## src/inc/sccr_regs.vh

```
`ifndef SCCR_REGS_VH
`define SCCR_REGS_VH

// ==========================================================
// Register offsets (byte addresses)
`define SCCR_OFF_CONFIG 12'h000
`define SCCR_OFF_STATUS 12'h004

// ==========================================================
// Configuration control field positions
`define SCCR_BIT_DMA_PRI 25
`define SCCR_BIT_CPU_PRI 24
`define SCCR_BIT_CAP_ALT 17
`define SCCR_BIT_CMP_ALT 16
`define SCCR_BIT_PIN_LOCK 13
`define SCCR_BIT_MOD_LOCK 12
`define SCCR_BIT_PERM_LOCK 11
`define SCCR_BIT_USB_SLEEP 8

// Writable field mask and reset value
`define SCCR_CFG_MASK 32'h0303_3900
`define SCCR_CFG_RESET 32'h0000_0000

// Status register field positions
`define SCCR_ST_UNLOCKED 0
`define SCCR_ST_SLEEP 1
`define SCCR_ST_REFUSED 2

`endif

```

## src/rtl/sccr_top.v

```verilog
`timescale 1ns/100ps
`include "sccr_regs.vh"

// Operation
// - DMA priority bit high gives DMA top SRAM priority, low gives least-recently-serviced.
// - CPU priority bit high gives the CPU top SRAM priority during interrupt service.
// - Capture timebase bit low selects timers 2/3 for all capture modules, high the alt pair.
// - Compare timebase bit low selects timers 2/3 for all compare modules, high the alt pair.
// - Pin-select lock high refuses writes to the pin-select registers.
// - Module-disable lock high refuses writes to the module-disable registers.
// - Permission-group lock high refuses writes to the permission-group registers.
// - USB sleep bit high stops the USB PHY clock while sleep is active.
// - Protected fields change only after the unlock sequence, else writes leave them alone.
// - Unimplemented bits ignore writes and read as zero.
module sccr_top (
  // APB clock and reset
  input wire pclk,
  input wire presetn,
  // APB slave
  input wire psel,
  input wire penable,
  input wire pwrite,
  input wire [11:0] paddr,
  input wire [31:0] pwdata,
  output reg [31:0] prdata,
  output reg pready,
  output reg pslverr,
  // Unlock sequencer and system state
  input wire sys_unlocked,
  input wire sleep_active,
  // Arbitration and timebase controls
  output reg dma_sram_priority,
  output reg cpu_isr_sram_priority,
  output reg cpu_isr_high_pri,
  output reg capture_timebase_alt_select,
  output reg compare_timebase_alt_select,
  // USB PHY clock control
  output reg usb_phy_sleep_gate,
  output reg usb_phy_clk_en,
  // CPU interrupt state, protected register write requests and grants
  input wire cpu_in_isr,
  input wire pin_select_wr_req,
  input wire module_disable_wr_req,
  input wire permission_group_wr_req,
  output wire pin_select_wr_en,
  output wire module_disable_wr_en,
  output wire permission_group_wr_en
);

  // ==========================================================
  // Register storage
  // Only the config word and one sticky flag are real state; the
  // status bits for unlock and sleep are live views of their inputs.
  reg [31:0] cfg;
  reg refused_sticky;
  wire pin_select_lock;
  wire module_disable_lock;
  wire permission_group_lock;
  wire ref_pin;
  wire ref_mod;
  wire ref_perm;
  wire any_refused;

  // Lock bits feed the write gates
  assign pin_select_lock = cfg[`SCCR_BIT_PIN_LOCK];
  assign module_disable_lock = cfg[`SCCR_BIT_MOD_LOCK];
  assign permission_group_lock = cfg[`SCCR_BIT_PERM_LOCK];

  // Any refusal from the three gates sets the sticky flag
  assign any_refused = ref_pin | ref_mod | ref_perm;

  // ==========================================================
  // APB decode
  // Writes act at the end of the access phase; pready is always
  // high there, so no wait-state qualifier is needed.
  wire access_phase;
  wire wr_cfg;
  wire wr_status;
  wire addr_ok;

  assign access_phase = psel & penable;
  assign addr_ok = (paddr == `SCCR_OFF_CONFIG) | (paddr == `SCCR_OFF_STATUS);
  assign wr_cfg = access_phase & pwrite & (paddr == `SCCR_OFF_CONFIG);
  assign wr_status = access_phase & pwrite & (paddr == `SCCR_OFF_STATUS);

  // Zero wait states: pready is high in every access phase.
  // It is low only in reset, so a master that starts at the
  // first edge after release still sees it high in access.
  always @(posedge pclk or negedge presetn) begin
    if (!presetn) begin
      pready <= 1'b0;
    end else begin
      pready <= 1'b1;
    end
  end

  // Error on unmapped offsets. Decoded in the setup cycle and
  // registered, so it stands for exactly the access phase and
  // comes from a flop like every other output.
  reg next_pslverr;

  always @* begin
    next_pslverr = 1'b0;
    if (psel && !penable && !addr_ok) begin
      next_pslverr = 1'b1;
    end
  end

  // Error flop
  always @(posedge pclk or negedge presetn) begin
    if (!presetn) begin
      pslverr <= 1'b0;
    end else begin
      pslverr <= next_pslverr;
    end
  end

  // ==========================================================
  // Configuration register: all fields protected, so every
  // write is ignored unless the sequencer reports unlocked.
  // A locked write is dropped silently; software must read back.
  reg [31:0] next_cfg;

  always @* begin
    next_cfg = cfg;
    if (wr_cfg && sys_unlocked) begin
      next_cfg = pwdata & `SCCR_CFG_MASK;
    end
  end

  // Config flop; cleared by reset or by an unlocked write of zero
  always @(posedge pclk or negedge presetn) begin
    if (!presetn) begin
      cfg <= `SCCR_CFG_RESET;
    end else begin
      cfg <= next_cfg;
    end
  end

  // ==========================================================
  // Sticky refusal flag, cleared by writing one to its status bit.
  // A refusal in the same cycle as the clear wins, so software
  // never loses a refused write between reading and clearing.
  reg next_refused;

  always @* begin
    next_refused = refused_sticky;
    if (wr_status && pwdata[`SCCR_ST_REFUSED]) begin
      next_refused = 1'b0;
    end
    if (any_refused) begin
      next_refused = 1'b1;
    end
  end

  // Status flop
  always @(posedge pclk or negedge presetn) begin
    if (!presetn) begin
      refused_sticky <= 1'b0;
    end else begin
      refused_sticky <= next_refused;
    end
  end

  // ==========================================================
  // Read data, captured in the setup cycle so it is ready in access.
  // Holding it until the next read setup costs one 32-bit flop
  // but keeps prdata free of any path from paddr.
  reg [31:0] next_prdata;

  always @* begin
    next_prdata = prdata;
    if (psel && !penable && !pwrite) begin
      case (paddr)
        `SCCR_OFF_CONFIG: begin
          next_prdata = cfg & `SCCR_CFG_MASK;
        end
        `SCCR_OFF_STATUS: begin
          next_prdata = {29'h0000000, refused_sticky, sleep_active, sys_unlocked};
        end
        default: begin
          next_prdata = 32'h0000_0000;
        end
      endcase
    end
  end

  // Read data flop
  always @(posedge pclk or negedge presetn) begin
    if (!presetn) begin
      prdata <= 32'h0000_0000;
    end else begin
      prdata <= next_prdata;
    end
  end

  // ==========================================================
  // Control outputs driven from flops.
  // Each follows the config word one cycle late; the arbiter and
  // timer muxes sit far away, so the extra flop eases timing.
  // The USB clock enable resets high so the PHY clock runs until
  // software asks for it to stop in sleep.

  // DMA priority to SRAM
  always @(posedge pclk or negedge presetn) begin
    if (!presetn) begin
      dma_sram_priority <= 1'b0;
    end else begin
      dma_sram_priority <= cfg[`SCCR_BIT_DMA_PRI];
    end
  end

  // CPU priority setting as stored
  always @(posedge pclk or negedge presetn) begin
    if (!presetn) begin
      cpu_isr_sram_priority <= 1'b0;
    end else begin
      cpu_isr_sram_priority <= cfg[`SCCR_BIT_CPU_PRI];
    end
  end

  // High priority only while an interrupt is being serviced
  always @(posedge pclk or negedge presetn) begin
    if (!presetn) begin
      cpu_isr_high_pri <= 1'b0;
    end else begin
      cpu_isr_high_pri <= cfg[`SCCR_BIT_CPU_PRI] & cpu_in_isr;
    end
  end

  // Capture timebase pair select
  always @(posedge pclk or negedge presetn) begin
    if (!presetn) begin
      capture_timebase_alt_select <= 1'b0;
    end else begin
      capture_timebase_alt_select <= cfg[`SCCR_BIT_CAP_ALT];
    end
  end

  // Compare timebase pair select
  always @(posedge pclk or negedge presetn) begin
    if (!presetn) begin
      compare_timebase_alt_select <= 1'b0;
    end else begin
      compare_timebase_alt_select <= cfg[`SCCR_BIT_CMP_ALT];
    end
  end

  // USB sleep gate setting as stored
  always @(posedge pclk or negedge presetn) begin
    if (!presetn) begin
      usb_phy_sleep_gate <= 1'b0;
    end else begin
      usb_phy_sleep_gate <= cfg[`SCCR_BIT_USB_SLEEP];
    end
  end

  // USB PHY clock enable, low only in sleep with the gate set
  always @(posedge pclk or negedge presetn) begin
    if (!presetn) begin
      usb_phy_clk_en <= 1'b1;
    end else begin
      usb_phy_clk_en <= ~(cfg[`SCCR_BIT_USB_SLEEP] & sleep_active);
    end
  end

  // ==========================================================
  // Write gates for the three locked register groups, one per
  // group: bit 0 pin select, bit 1 module disable, bit 2
  // permission group. Each gate registers its grant, so a lock
  // set in one cycle already refuses a request in the next.
  wire [2:0] grp_req;
  wire [2:0] grp_lock;
  wire [2:0] grp_grant;
  wire [2:0] grp_refused;

  assign grp_req = {permission_group_wr_req, module_disable_wr_req, pin_select_wr_req};
  assign grp_lock[0] = pin_select_lock;
  assign grp_lock[1] = module_disable_lock;
  assign grp_lock[2] = permission_group_lock;

  genvar g;
  generate
    for (g = 0; g < 3; g = g + 1) begin : gen_gate
      sccr_write_gate u_gate (
        .pclk(pclk),
        .presetn(presetn),
        .wr_req(grp_req[g]),
        .lock(grp_lock[g]),
        .wr_grant(grp_grant[g]),
        .wr_refused(grp_refused[g])
      );
    end
  endgenerate

  // Grants out, refusals into the sticky flag
  assign pin_select_wr_en = grp_grant[0];
  assign module_disable_wr_en = grp_grant[1];
  assign permission_group_wr_en = grp_grant[2];
  assign ref_pin = grp_refused[0];
  assign ref_mod = grp_refused[1];
  assign ref_perm = grp_refused[2];

endmodule

```

## src/rtl/sccr_write_gate.v

```verilog
`timescale 1ns/100ps
`include "sccr_regs.vh"

// Write gate for one group of lock-protected registers
module sccr_write_gate (
  // Clock and reset
  input wire pclk,
  input wire presetn,
  // Request and lock
  input wire wr_req,
  input wire lock,
  // Result
  output reg wr_grant,
  output reg wr_refused
);

  // ==========================================================
  // Grant or refuse, registered so outputs come from flops
  always @(posedge pclk or negedge presetn) begin
    if (!presetn) begin
      wr_grant <= 1'b0;
      wr_refused <= 1'b0;
    end else begin
      wr_grant <= wr_req & ~lock;
      wr_refused <= wr_req & lock;
    end
  end

endmodule

```

## config.mk

```make
export PLATFORM = sky130hd
export DESIGN_NAME = sccr_top
export DESIGN_NICKNAME = d
export VERILOG_FILES = /design/src/rtl/sccr_top.v /design/src/rtl/sccr_write_gate.v
export VERILOG_INCLUDE_DIRS = /design/src /design/src/inc
export SDC_FILE = /design/constraint.sdc
export NUM_CORES = 1
export LEC_CHECK = 0
export BUFFER_PORTS_ARGS = -buffer_cell sky130_fd_sc_hd__buf_2
export CELL_PAD_IN_SITES_DETAIL_PLACEMENT = 1
export CELL_PAD_IN_SITES_GLOBAL_PLACEMENT = 1
export CORE_MARGIN = 1
export CORE_UTILIZATION = 30
export CTS_CLUSTER_SIZE = 16
export DETAILED_ROUTE_END_ITERATION = 7
export GPL_TIMING_DRIVEN = 0
export PLACE_DENSITY_LB_ADDON = 0.1
export SETUP_SLACK_MARGIN = 0.05
export SLEW_MARGIN = 20
export SYNTH_ARGS = -nofsm -noshare
export SYNTH_HDL_FRONTEND = slang
export SYNTH_HIERARCHICAL = 1
export SYNTH_SLANG_ARGS = --single-unit
```

## constraint.sdc

```tcl
create_clock -name pclk -period 1.46 [get_ports pclk]
set_clock_uncertainty 0.15 [all_clocks]
set_input_delay 0.219 -clock pclk [delete_from_list [all_inputs] [get_ports pclk]]
set_output_delay 0.219 -clock pclk [all_outputs]
set_load 0.02 [all_outputs]
```

# After elaboration in Yosys (flattened, before gate mapping)
# Index checks and enable logic that the tools add are counted.
totals:
  in_bits: 55
  regBits: 56
  out_inout_bits: 44
op_classes:
  eq_ne: 1
  mux: 4
  bitwise_logic: 19
  reduce_logical: 10
op_table:
  columns: ["op", "n"]
  rows:
  - ["26-bit case mux with 2 select lines", 1]
  - ["1-bit AND", 12]
  - ["12-bit by 3-bit == test with 1-bit output, second input constant", 1]
  - ["12-bit zero test", 1]
  - ["1-bit logical AND", 5]
  - ["1-bit NOT", 4]
  - ["1-bit zero test", 3]
  - ["1-bit two-way mux", 3]
  - ["1-bit OR", 3]
  - ["2-bit nonzero test", 1]

# Depth between registers and ports, before layout
# Gate-level depths: netlist (run 1).
logic_depth:
  word_depth: 6
  depth_mapped: 4
  ltp_nobuf: 3

# Cells and area by module
# The synthesis (run 1) kept the hierarchy.
by_module_without_submodules:
  columns: ["mod", "cells_per_inst", "instances", "area_each_um2"]
  rows:
  - ["sccr_top", 114, 1, 1325.0]
  - ["sccr_write_gate", 4, 3, 66.3]

# Worst setup path before layout (run 1)
# OpenSTA, ideal clock, no wires.
synth_timing:
  path_kind: "input to register"
  start: "in paddr[9]"
  end: "reg cfg[11]"
  t_arrival_ps: 1221
  stages: 4
  required_ps: 1185
  setup_slack_ps: -36
  path_buffers: 1
  setup_ps: 125
  path_cell_list: "nor4_4 > and4_1 > buf_6 > mux2_4"
synth_via:
  elab_chain_len: 3
synth_rtl:
  columns: ["item", "line_no", "rtl"]
  rows:
  - ["start, declared", "sccr_top.v:23", "input wire [11:0] paddr,"]
  - ["12-bit zero test", null, null]
  - ["1-bit AND", "sccr_top.v:83", "assign wr_cfg = access_phase & pwrite & (paddr == `SCCR_OFF_CONFIG);"]
  - ["1-bit logical AND", "sccr_top.v:126", "if (wr_cfg && sys_unlocked) begin"]
  - ["end signal, assigned", "sccr_top.v:134", "cfg <= `SCCR_CFG_RESET;"]
  - ["end signal, assigned", "sccr_top.v:136", "cfg <= next_cfg;"]
  - ["end, declared", "sccr_top.v:54", "reg [31:0] cfg;"]
# Every way passes these cells.
# A chain may end at the register's enable or synchronous reset.

# Final worst setup path (run 1)
layout_timing:
  start: "in paddr[1]"
  end: "reg cfg[8]"
# The elaborated chain is that of the path after synthesis.

==> results of run 1 <==
layer usage:
| metal | wire length [um] | vias up | track usage, % | part of all wire (%) |
|---|---|---|---|---|
| li1 | - | 548 | - | - |
| met1 | 1424 | 540 | 16.68 | 39 |
| met2 | 1987 | 42 | 27.47 | 54 |
| met3 | 208 | 7 | 4.115 | 5.6 |
| met4 | 63 | 0 | 5.664 | 1.7 |
| met5 | 0 | - | 0 | 0 |
critical path: cells and delay by family:
| family | cells | cell delay, ps |
|---|---|---|
| simple gates | 2 | 540 |
| buf+inv | 2 | 310 |
| mux | 1 | 310 |
report_power, final:
group	internal [uW]	switching [uW]	leakage (uW)	total [uW]
clock	561	348	0.0000618	910
sequential	976	1.98	0.000470	978
combinational	90.0	131	0.000595	221
worst paths after layout:
kind	slack, ps	cells after the start	to
setup / recovery	90	5	cfg[8]$_DFFE_PN0P_
hold / removal	10	2	cfg[12]$_DFFE_PN0P_
setup reg to reg	270	3	refused_sticky$_DFFE_PN0P_
hold reg to reg	270	0	capture_timebase_alt_select$_DFF_PN0_
max in group asynchronous	300	2	refused_sticky$_DFFE_PN0P_
min in group asynchronous	390	2	prdata[0]$_DFFE_PN0P_
flip-flops by register name, summed over array words and instances (netlist names):
name / cells
cpu_isr_sram_priority: 1
capture_timebase_alt_select: 1
gen_gate.u_gate/wr_refused: 3
usb_phy_clk_en: 1
compare_timebase_alt_select: 1
usb_phy_sleep_gate: 1
gen_gate.u_gate/wr_grant: 3
cfg: 8
pready: 1
dma_sram_priority: 1
refused_sticky: 1
cpu_isr_high_pri: 1
pslverr: 1
prdata: 11
logic make-up after synthesis:
kind of cell           synth area share (%)
AND/OR/NAND/NOR                       17.32
flip-flops                            57.55
buffers and inverters                 11.82
AO/OA/AOI/OAI                         4.926
multiplexers                          7.882
other                                0.4928
layout make-up:
class / count / area share (%)
clock buffers: 6 / 3.887
plain buffers: 23 / 8.127
multi-input cells: 86 / 26.21
repair buffers: 58 / 14.37
well taps: 67 / 3.946
clock inverters: 2 / 1.826
inverters: 2 / 0.3534
flip-flops and latches: 35 / 41.28
cells in the mapped netlist:
master	n
o21ai_1	5
and3_1	1
nand4_1	2
nand2_1	22
mux2_4	8
nor3b_2	1
a311oi_1	1
and2_1	1
or3b_1	1
conb_1	2
and2_2	3
nand3_1	2
dfstp_2	1
dfrtp_1	34
buf_6	1
nor4_1	1
o31ai_1	1
a2bb2oi_1	1
nor4_4	2
buf_4	21
inv_1	2
clkbuf_1	1
nor3_1	2
o21ai_0	5
and4_1	2
and2b_2	3
what timing repair did:
item | 4_1_cts | 5_1_grt
endpoints found under the setup margin | 8 | 9
pin swaps | 2 | 0
gates resized for setup | 1 | 1
setup buffers | 2 | 0
hold buffers | 2 | 0
hold endpoints to repair | 35 | 0
per-stage QoR:
step | utilization (%) | power [uW] | TNS (ps) | setup WS, ps
3_3_place_gp | 40.55 | 1202 | -2772 | -236.5
2_1_floorplan | - | 1118 | -259.7 | -32.46
4_1_cts | 43.92 | 2130 | 0 | 84.31
5_1_grt | 44.10 | 2187 | 0 | 43.91
6_report | 44.10 | 2109 | 0 | 92.09
3_5_place_dp | 40.55 | 1207 | -3362 | -281.3
==> results.tsv, run 1 <==
metric	value	unit
antenna_left	0	
htreeDepth	2	
final.fill_count	581	
cp-end-kind	register	
antennaDiodeCount	0	
dr.pass1.iters	3	
place.gp.congestion	0.7966	
hold_viol_final	0	
final_cells	279	
viasPerCell	4.075	
gr-total-overflow	0	
slowest_stage	mux2_4	
wl_per_cell	13.20	um
finalSetupViolCount	0	
yosysUniqueCellTypes	26	
ioPinCount	99	
fmax	731.0	MHz
antenna_found_initial	0	
drt-total-wl	3683	um
start_kind	input pin	
synth_top_cell_by_area	dfrtp_1	
grt_pass1_wl	5913	um
cts_buffers	5	
maxCapViolCount	0	
die-area	0.005369	mm^2
clockRootBuffer	clkbuf_8	
final_cell_area	0.002125	mm^2
relSlewSlack	46.57	%
final_cell_mix	54 x buf_2, 34 x dfrtp_1, 23 x buf_4, 22 x nand2_1, 22 x conb_1	
leakage	0.001127	uW
track_usage	15.10	%
place_inst	267	
cp-startpoint	paddr[1]	
drt-initial-drc-count	48	
synth_area	0.001524	mm^2
grt_max_degree	36	
yosysSeqAreaShare	57.55	%
via_count	1137	
clkSinkCount	35	
multiInputGateArea	556.8	um^2
yosys-top-cells-area	dfrtp_1 56%, buf_4 10%, mux2_4 7.9%	
grt_pass1_vias	1194	
final_nets	266	
cp.arrival	1390	ps
mostFrequentLayoutCell	buf_2	
maxSlewViolCount	0	
seq_area	877.1	um^2
power_density	992.8	mW/mm^2
clock_path_buffers	2	
yosysWarnings	6	
path_cells	buf_2 -> nor4_4 -> and4_1 -> buf_6 -> mux2_4	
clk_pin_slew_worst_paths	70	ps
crit_required	1480	ps
period_needed	1368	ps
placed_area	0.001953	mm^2
ys_ff_latch	35	
hold-worst-slack	11.93	ps
worstMarginPinSlew	797.9	ps
cts_tree	done	
port-buffer-count	54	
drive_gt1_share	49.53	%
critical_path_class	input pin to register	
synth_top_area_share	55.83	%
fp.dieW	73.28	um
syn_to_final_growth	39.41	%
die_height	73.28	um
rsz0062_at_grt	yes	
cp_max_fo	8	
clock_latency	280	ps
hold_path_class	input pin to register	
avgSynthCellArea	12.09	um^2
drc	0	
syn_inst	126	
outcome	complete, no violations	
hpwl	2759	um
fin_crit_sh	93.69	%
ir_drop	0.4836	mV
slowest_delay	310	ps
rr_startpoint	gen_gate[1].u_gate/wr_refused$_DFF_PN0_	
hold_path_startpoint	pwdata[12]	
core	0.004817	mm^2
fp-row-count	25	
initial_core_util	31.64	%
Power figures use the tool's default switching activity.
==> run 2: changes to the inputs <==
--- a/config.mk
+++ b/config.mk
@@ -6,13 +6,13 @@
 export SDC_FILE = /design/constraint.sdc
 export NUM_CORES = 1
 export LEC_CHECK = 0
-export BUFFER_PORTS_ARGS = -buffer_cell sky130_fd_sc_hd__buf_2
 export CELL_PAD_IN_SITES_DETAIL_PLACEMENT = 1
 export CELL_PAD_IN_SITES_GLOBAL_PLACEMENT = 1
 export CORE_MARGIN = 1
-export CORE_UTILIZATION = 30
+export CORE_UTILIZATION = 44
 export CTS_CLUSTER_SIZE = 16
 export DETAILED_ROUTE_END_ITERATION = 7
+export DONT_BUFFER_PORTS = 1
 export GPL_TIMING_DRIVEN = 0
 export PLACE_DENSITY_LB_ADDON = 0.1
 export SETUP_SLACK_MARGIN = 0.05
==> results.tsv, run 2 (synthesis gave the netlist of run 1 again) <==
metric	value	unit	change
outcome	finished, violations left		
failed_checks	hold timing		
track_usage	21.30	%	+6.2 points
largest_register	prdata		
cp.arrival	930	ps	-460 ps
critical_path_class	register to output port		
period_needed	1302	ps	-65.46 ps
ir_drop	0.4156	mV	-14%
drt-total-wl	3399	um	-7.7%
viasPerCell	4.763		+17%
leakage	0.0009204	uW	-18%
die_height	60.85	um	-17%
cts_tree	done		
drt-initial-drc-count	28		-42%
cts_buffers	5		unchanged
p_switching	434.7	uW	-9.7%
pwr-share-clk	30.2	%	-13 points
start_kind	register		
ioPinCount	99		unchanged
reg2reg_depth	3		unchanged
largest_register_ffs	11		unchanged
regToRegSetupSlack	270	ps	about the same
syn_to_final_growth	25.70	%	
clock_latency	340	ps	+60 ps
gr-total-overflow	0		unchanged
fin_crit_sh	89.21	%	-4.5 points
hold_depth	3		+1
antenna_found_initial	0		unchanged
clock_path_buffers	2		unchanged
clk_pin_slew_worst_paths	110	ps	+40 ps
p_total	1684	uW	-20%
fp-row-count	21		-16%
place.gp.congestion	0.7365		-7.5%
fp.dieW	60.85	um	-17%
ctsHoldBuffers	20		+18
antenna_left	0		unchanged
htreeDepth	2		unchanged
power_density	879.3	mW/mm^2	-11%
p_int	1250	uW	-23%
port-buffer-count	0		-100%
largest_registers	prdata: 11 flops, cfg: 8 flops		
finalSetupViolCount	0		unchanged
hold_path_class	input pin to register		
worstMarginPinSlew	647.0	ps	-150.9 ps
maxCapViolCount	0		unchanged
hpwl	2188	um	-21%
final_util	57.41	%	+13 points
core	0.003337	mm^2	-31%
initial_core_util	45.67	%	+14 points
clockRootBuffer	clkbuf_4		
rsz0062_at_grt	no		
grt_pass1_vias	1123		-5.9%
hold_viol_final	8		+8
clkSinkCount	35		unchanged
final_cell_mix	34 x dfrtp_1, 22 x nand2_1, 22 x conb_1, 21 x buf_4, 18 x dlygate4sd3_1		
fmax	767.8	MHz	+5.0%
power_frac_comb	11.1	%	+0.6 points
drive_gt1_share	28.32	%	-21 points
relSlewSlack	56.68	%	+10 points
drc	0		unchanged
mostFrequentLayoutCell	dfrtp_1		
cp_max_fo	1		-7
antennaDiodeCount	0		unchanged
dr.pass1.iters	4		+1
grt_max_degree	36		unchanged
maxSlewViolCount	0		unchanged
cp_num_cells	0		-5
hold-worst-slack	-27.05	ps	-38.99 ps
crit_required	1090	ps	-390 ps
cp-end-kind	output port		
final_nets	227		-15%
tns	0	ps	unchanged
via_count	1043		-8.3%
die-area	0.003703	mm^2	-31%
seqPwrFrac	58.7	%	+12 points
wl_per_cell	15.52	um	+18%
grt_pass1_wl	5402	um	-8.6%
p_sw_share	25.81	%	+3.0 points
## run 2: changes by cell type in the layout (fill, tap and decap cells not counted), sizes merged
cell,change
buf,-55
dlygate4sd3,+16
bufinv,-1
clkinv,+1
clkinvlp,+1
inv,-1
## run 2: worst paths after layout
path | startpoint | endpoint
setup / recovery | usb_phy_clk_en$_DFF_PN1_ | usb_phy_clk_en
hold / removal | pwrite | prdata[17]$_DFFE_PN0P_
setup reg to reg | gen_gate[1].u_gate/wr_refused$_DFF_PN0_ | refused_sticky$_DFFE_PN0P_
hold reg to reg | cfg[17]$_DFFE_PN0P_ | capture_timebase_alt_select$_DFF_PN0_
max in group asynchronous | presetn | usb_phy_clk_en$_DFF_PN1_
min in group asynchronous | presetn | prdata[2]$_DFFE_PN0P_
## run 2: power groups by stage
stage                     Clock, uW  Sequential (uW)  Combinational, uW
after floorplan                   0             1010                111
after global placement            0             1010                116
after detailed placement          0             1010                116
after CTS                       510              989                183
after global routing            556              990                203
final                           509              989                186
## run 2: tightest hold or removal path, stage by stage
cell	delay (ps)
nor3b_2	80
nand2_1	80
o21ai_1	50
## run 2: area by class of cell
class | count | area [um^2]
fill | 372 | 1421
sequential | 35 | 877.1
multi-input combinational | 86 | 546.8
timing repair buffer | 19 | 200.2
buffer | 23 | 172.7
tap | 46 | 57.56
clock buffer | 6 | 41.29
clock inverter | 2 | 12.51
inverter | 2 | 7.507
## run 2: what timing repair did
item	CTS	global route
endpoints found under the setup margin	0	1
endpoints found under the hold margin	59	1
buffers inserted	0	0
gates resized for setup	0	1
## run 2: stage by stage
stage	hold slack [ps]	worst slack (ps)	std cells	cell area [um^2]
floorplan	-226.6	-32.46	146	1599
global placement	-226.0	-109.1	192	1657
detailed placement	-226.0	-132.8	192	1657
CTS	-12.28	149.1	220	1921
global route	-0.7142	115.1	219	1916
finish	-27.05	157.6	219	1916
## run 2: metal layers
metal	share of wire [%]	up-vias	track usage, %
li1	-	470	-
met1	36	505	20.65
met2	53	56	38.30
met3	7.9	12	8.529
met4	3.1	0	12.01
met5	0	-	0
==> run 3: changes to the inputs <==
--- a/config.mk
+++ b/config.mk
@@ -6,10 +6,11 @@
 export SDC_FILE = /design/constraint.sdc
 export NUM_CORES = 1
 export LEC_CHECK = 0
+export ABC_AREA = 1
 export CELL_PAD_IN_SITES_DETAIL_PLACEMENT = 1
 export CELL_PAD_IN_SITES_GLOBAL_PLACEMENT = 1
 export CORE_MARGIN = 1
-export CORE_UTILIZATION = 44
+export CORE_UTILIZATION = 43
 export CTS_CLUSTER_SIZE = 16
 export DETAILED_ROUTE_END_ITERATION = 7
 export DONT_BUFFER_PORTS = 1
==> results.tsv, run 3 <==
metric	value	unit	change
syn_to_final_growth	28.09	%	
hold-worst-slack	-11.37	ps	+15.69 ps
place.gp.congestion	0.7485		+1.6%
crit_family	buffers and inverters		
yosys-top-cells-count	50 x nand2_1, 34 x dfrtp_1, 23 x buf_4		
ctsHoldBuffers	20		unchanged
period_needed	1330	ps	+27.60 ps
via_count	1191		+14%
final_cell_mix	49 x nand2_1, 34 x dfrtp_1, 23 x buf_4, 22 x conb_1, 19 x dlygate4sd3_1		
wl_per_cell	13.82	um	-11%
gr-total-overflow	0		unchanged
ioPinCount	99		unchanged
final_cell_area	0.002037	mm^2	+6.3%
outcome	finished, violations left		
fmax	751.9	MHz	-2.1%
largest_register_ffs	11		unchanged
avgSynthCellArea	9.638	um^2	-20%
track_usage	19.84	%	-1.5 points
synth_area	0.001590	mm^2	+4.4%
cts_setup_buffers	0		unchanged
placed_area	0.001723	mm^2	+4.0%
yosysMostFrequentCell	nand2_1		
htreeDepth	2		unchanged
grt_max_degree	36		unchanged
yosysWarnings	6		unchanged
power_density	938.3	mW/mm^2	+6.7%
drive_gt1_share	23.00	%	-5.3 points
cts_buffers	5		unchanged
port-buffer-count	0		unchanged
cts_tree	done		
yosysSeqAreaShare	55.15	%	-2.4 points
slowest_delay	550	ps	
ys_ff_latch	35		unchanged
post-place-ws	211.4	ps	+344.3 ps
cp-end-kind	register		
fp-row-count	21		unchanged
ys.flop_type	dfrtp_1		
final.fill_count	400		+7.5%
dr.pass1.iters	4		unchanged
initial_core_util	46.20	%	+0.53 points
hold_viol_final	1		-7
yosysUniqueCellTypes	21		-19%
cp_num_buf_inv	3		
fp.dieW	62.82	um	+3.2%
fin_crit_sh	91.10	%	+1.9 points
maxCapViolCount	0		unchanged
drc	0		unchanged
viasPerCell	4.598		-3.4%
failed_checks	hold timing		
cp_max_fo	10		+9
start_kind	input pin		
synth_top_cell_by_area	dfrtp_1		
largest_register	prdata		
yosys-top-cells-area	dfrtp_1 54%, nand2_1 12%, buf_4 11%		
drt-initial-drc-count	56		+100%
slowest_stage	dlygate4sd3_1		
critical_path_class	input pin to register		
path_cells	dlygate4sd3_1 -> nand2_2 -> nor2_4 -> inv_2 -> buf_4 -> nand2_1 -> o21ai_1		
syn_inst	165		+31%
antenna_found_initial	0		unchanged
cp.arrival	1350	ps	+420 ps
clock_latency	280	ps	-60 ps
async_flop_share	100.0	%	unchanged
finalSetupViolCount	0		unchanged
worst_slack	130.0	ps	-27.60 ps
synth_top_area_share	53.50	%	-2.3 points
final_nets	267		+18%
grt_pass1_vias	1240		+10%
clk_pin_slew_worst_paths	70	ps	-40 ps
antennaDiodeCount	0		unchanged
clockRootBuffer	clkbuf_8		
clock_path_buffers	2		unchanged
crit_required	1480	ps	+390 ps
largest_registers	prdata: 11 flops, cfg: 8 flops		
synth_edf_count	0		unchanged
core	0.003442	mm^2	+3.1%
grt_pass1_wl	5858	um	+8.4%
hold_path_class	input pin to register		
mostFrequentLayoutCell	nand2_1		
leakage	0.001069	uW	+16%
hpwl	2512	um	+15%
die_height	62.82	um	+3.2%
ir_drop	0.3402	mV	-18%
maxSlewViolCount	0		unchanged
drt-total-wl	3580	um	+5.3%
antenna_left	0		unchanged
die-area	0.003946	mm^2	+6.6%
tns	0	ps	unchanged
final_util	59.18	%	+1.8 points
rsz0062_at_grt	no		
clkSinkCount	35		unchanged
run 3: changes by cell type after synthesis, moves of 5 or more:
cell,previous run,this run
inv_1,2,12
mux2_4,8,0
nand2_1,22,50
nand4_1,2,8
nor2_1,0,6
o21ai_0,5,0
o21ai_1,5,11
run 3: worst reg2reg max path, cell delays in order (launching register included):
cell     delay (ps)
dfrtp_1         360
nor3_1          260
nand2_1         100
run 3: path summary, 6_finish.rpt:
path                            slack, ps                                    start  cells after the start                     endpoint
worst max-delay path                  130                                     psel                      7       prdata[17]$_DFFE_PN0P_
worst min-delay path                  -10                                  penable                      3            pslverr$_DFF_PN0_
worst max register to register        470  gen_gate[1].u_gate/wr_refused$_DFF_PN0_                      2   refused_sticky$_DFFE_PN0P_
worst min register to register        260                      cfg[25]$_DFFE_PN0P_                      0  dma_sram_priority$_DFF_PN0_
max in group asynchronous             670                                  presetn                      2     usb_phy_clk_en$_DFF_PN1_
min in group asynchronous             250                                  presetn                      2       prdata[12]$_DFFE_PN0P_
run 3: cells by family (layout without fill, tap and decap cells):
logic type             Yosys count  after routing  share of synthesized area [%]
flip-flops                      35             35                          55.15
AO/OA/AOI/OAI                   12             12                          3.855
other                            2             22                         0.4722
AND/OR/NAND/NOR                 78             78                          25.57
buffers and inverters           38             66                          14.95
run 3: timing repair:
action / in CTS / in global routing
hold endpoints to repair: 55 / 1
resized for setup: 0 / 5
setup endpoints to repair: 0 / 4
run 3: per-stage QoR:
| stage | std cells | total power (uW) |
|---|---|---|
| 6_report | 259 | 1911 |
| 5_1_grt | 259 | 1976 |
| 4_1_cts | 259 | 1924 |
| 3_5_place_dp | 231 | 1147 |
| 3_3_place_gp | 231 | 1144 |
| 2_1_floorplan | 185 | 1137 |
run 3: layout make-up:
class	count	area (um^2)	share of cell area (%)
plain buffers	25	195.2	9.582
clock buffers	7	86.33	4.238
clock inverters	1	5.005	0.2457
inverters	13	48.80	2.396
multi-input cells	112	556.8	27.33
flip-flops and latches	35	877.1	43.06
well taps	46	57.56	2.826
repair buffers	20	210.2	10.32
run 3: layer usage:
layer  up-vias  global-route usage, %  part of all wire [%]
met5         -                      0                     0
met4         0                  7.849                   1.5
met3         5                  5.109                   6.3
met2        58                  37.64                    55
met1       565                  20.47                    37
li1        563                      -                     -
run 3: power by group:
group | total [uW] | switching, uW | internal [uW] | leakage, uW
clock network | 709 | 329 | 380 | 0.0000482
logic | 213 | 118 | 94.3 | 0.000550
registers | 990 | 12.6 | 977 | 0.000470
total | 1910 | 460 | 1450 | 0.00107
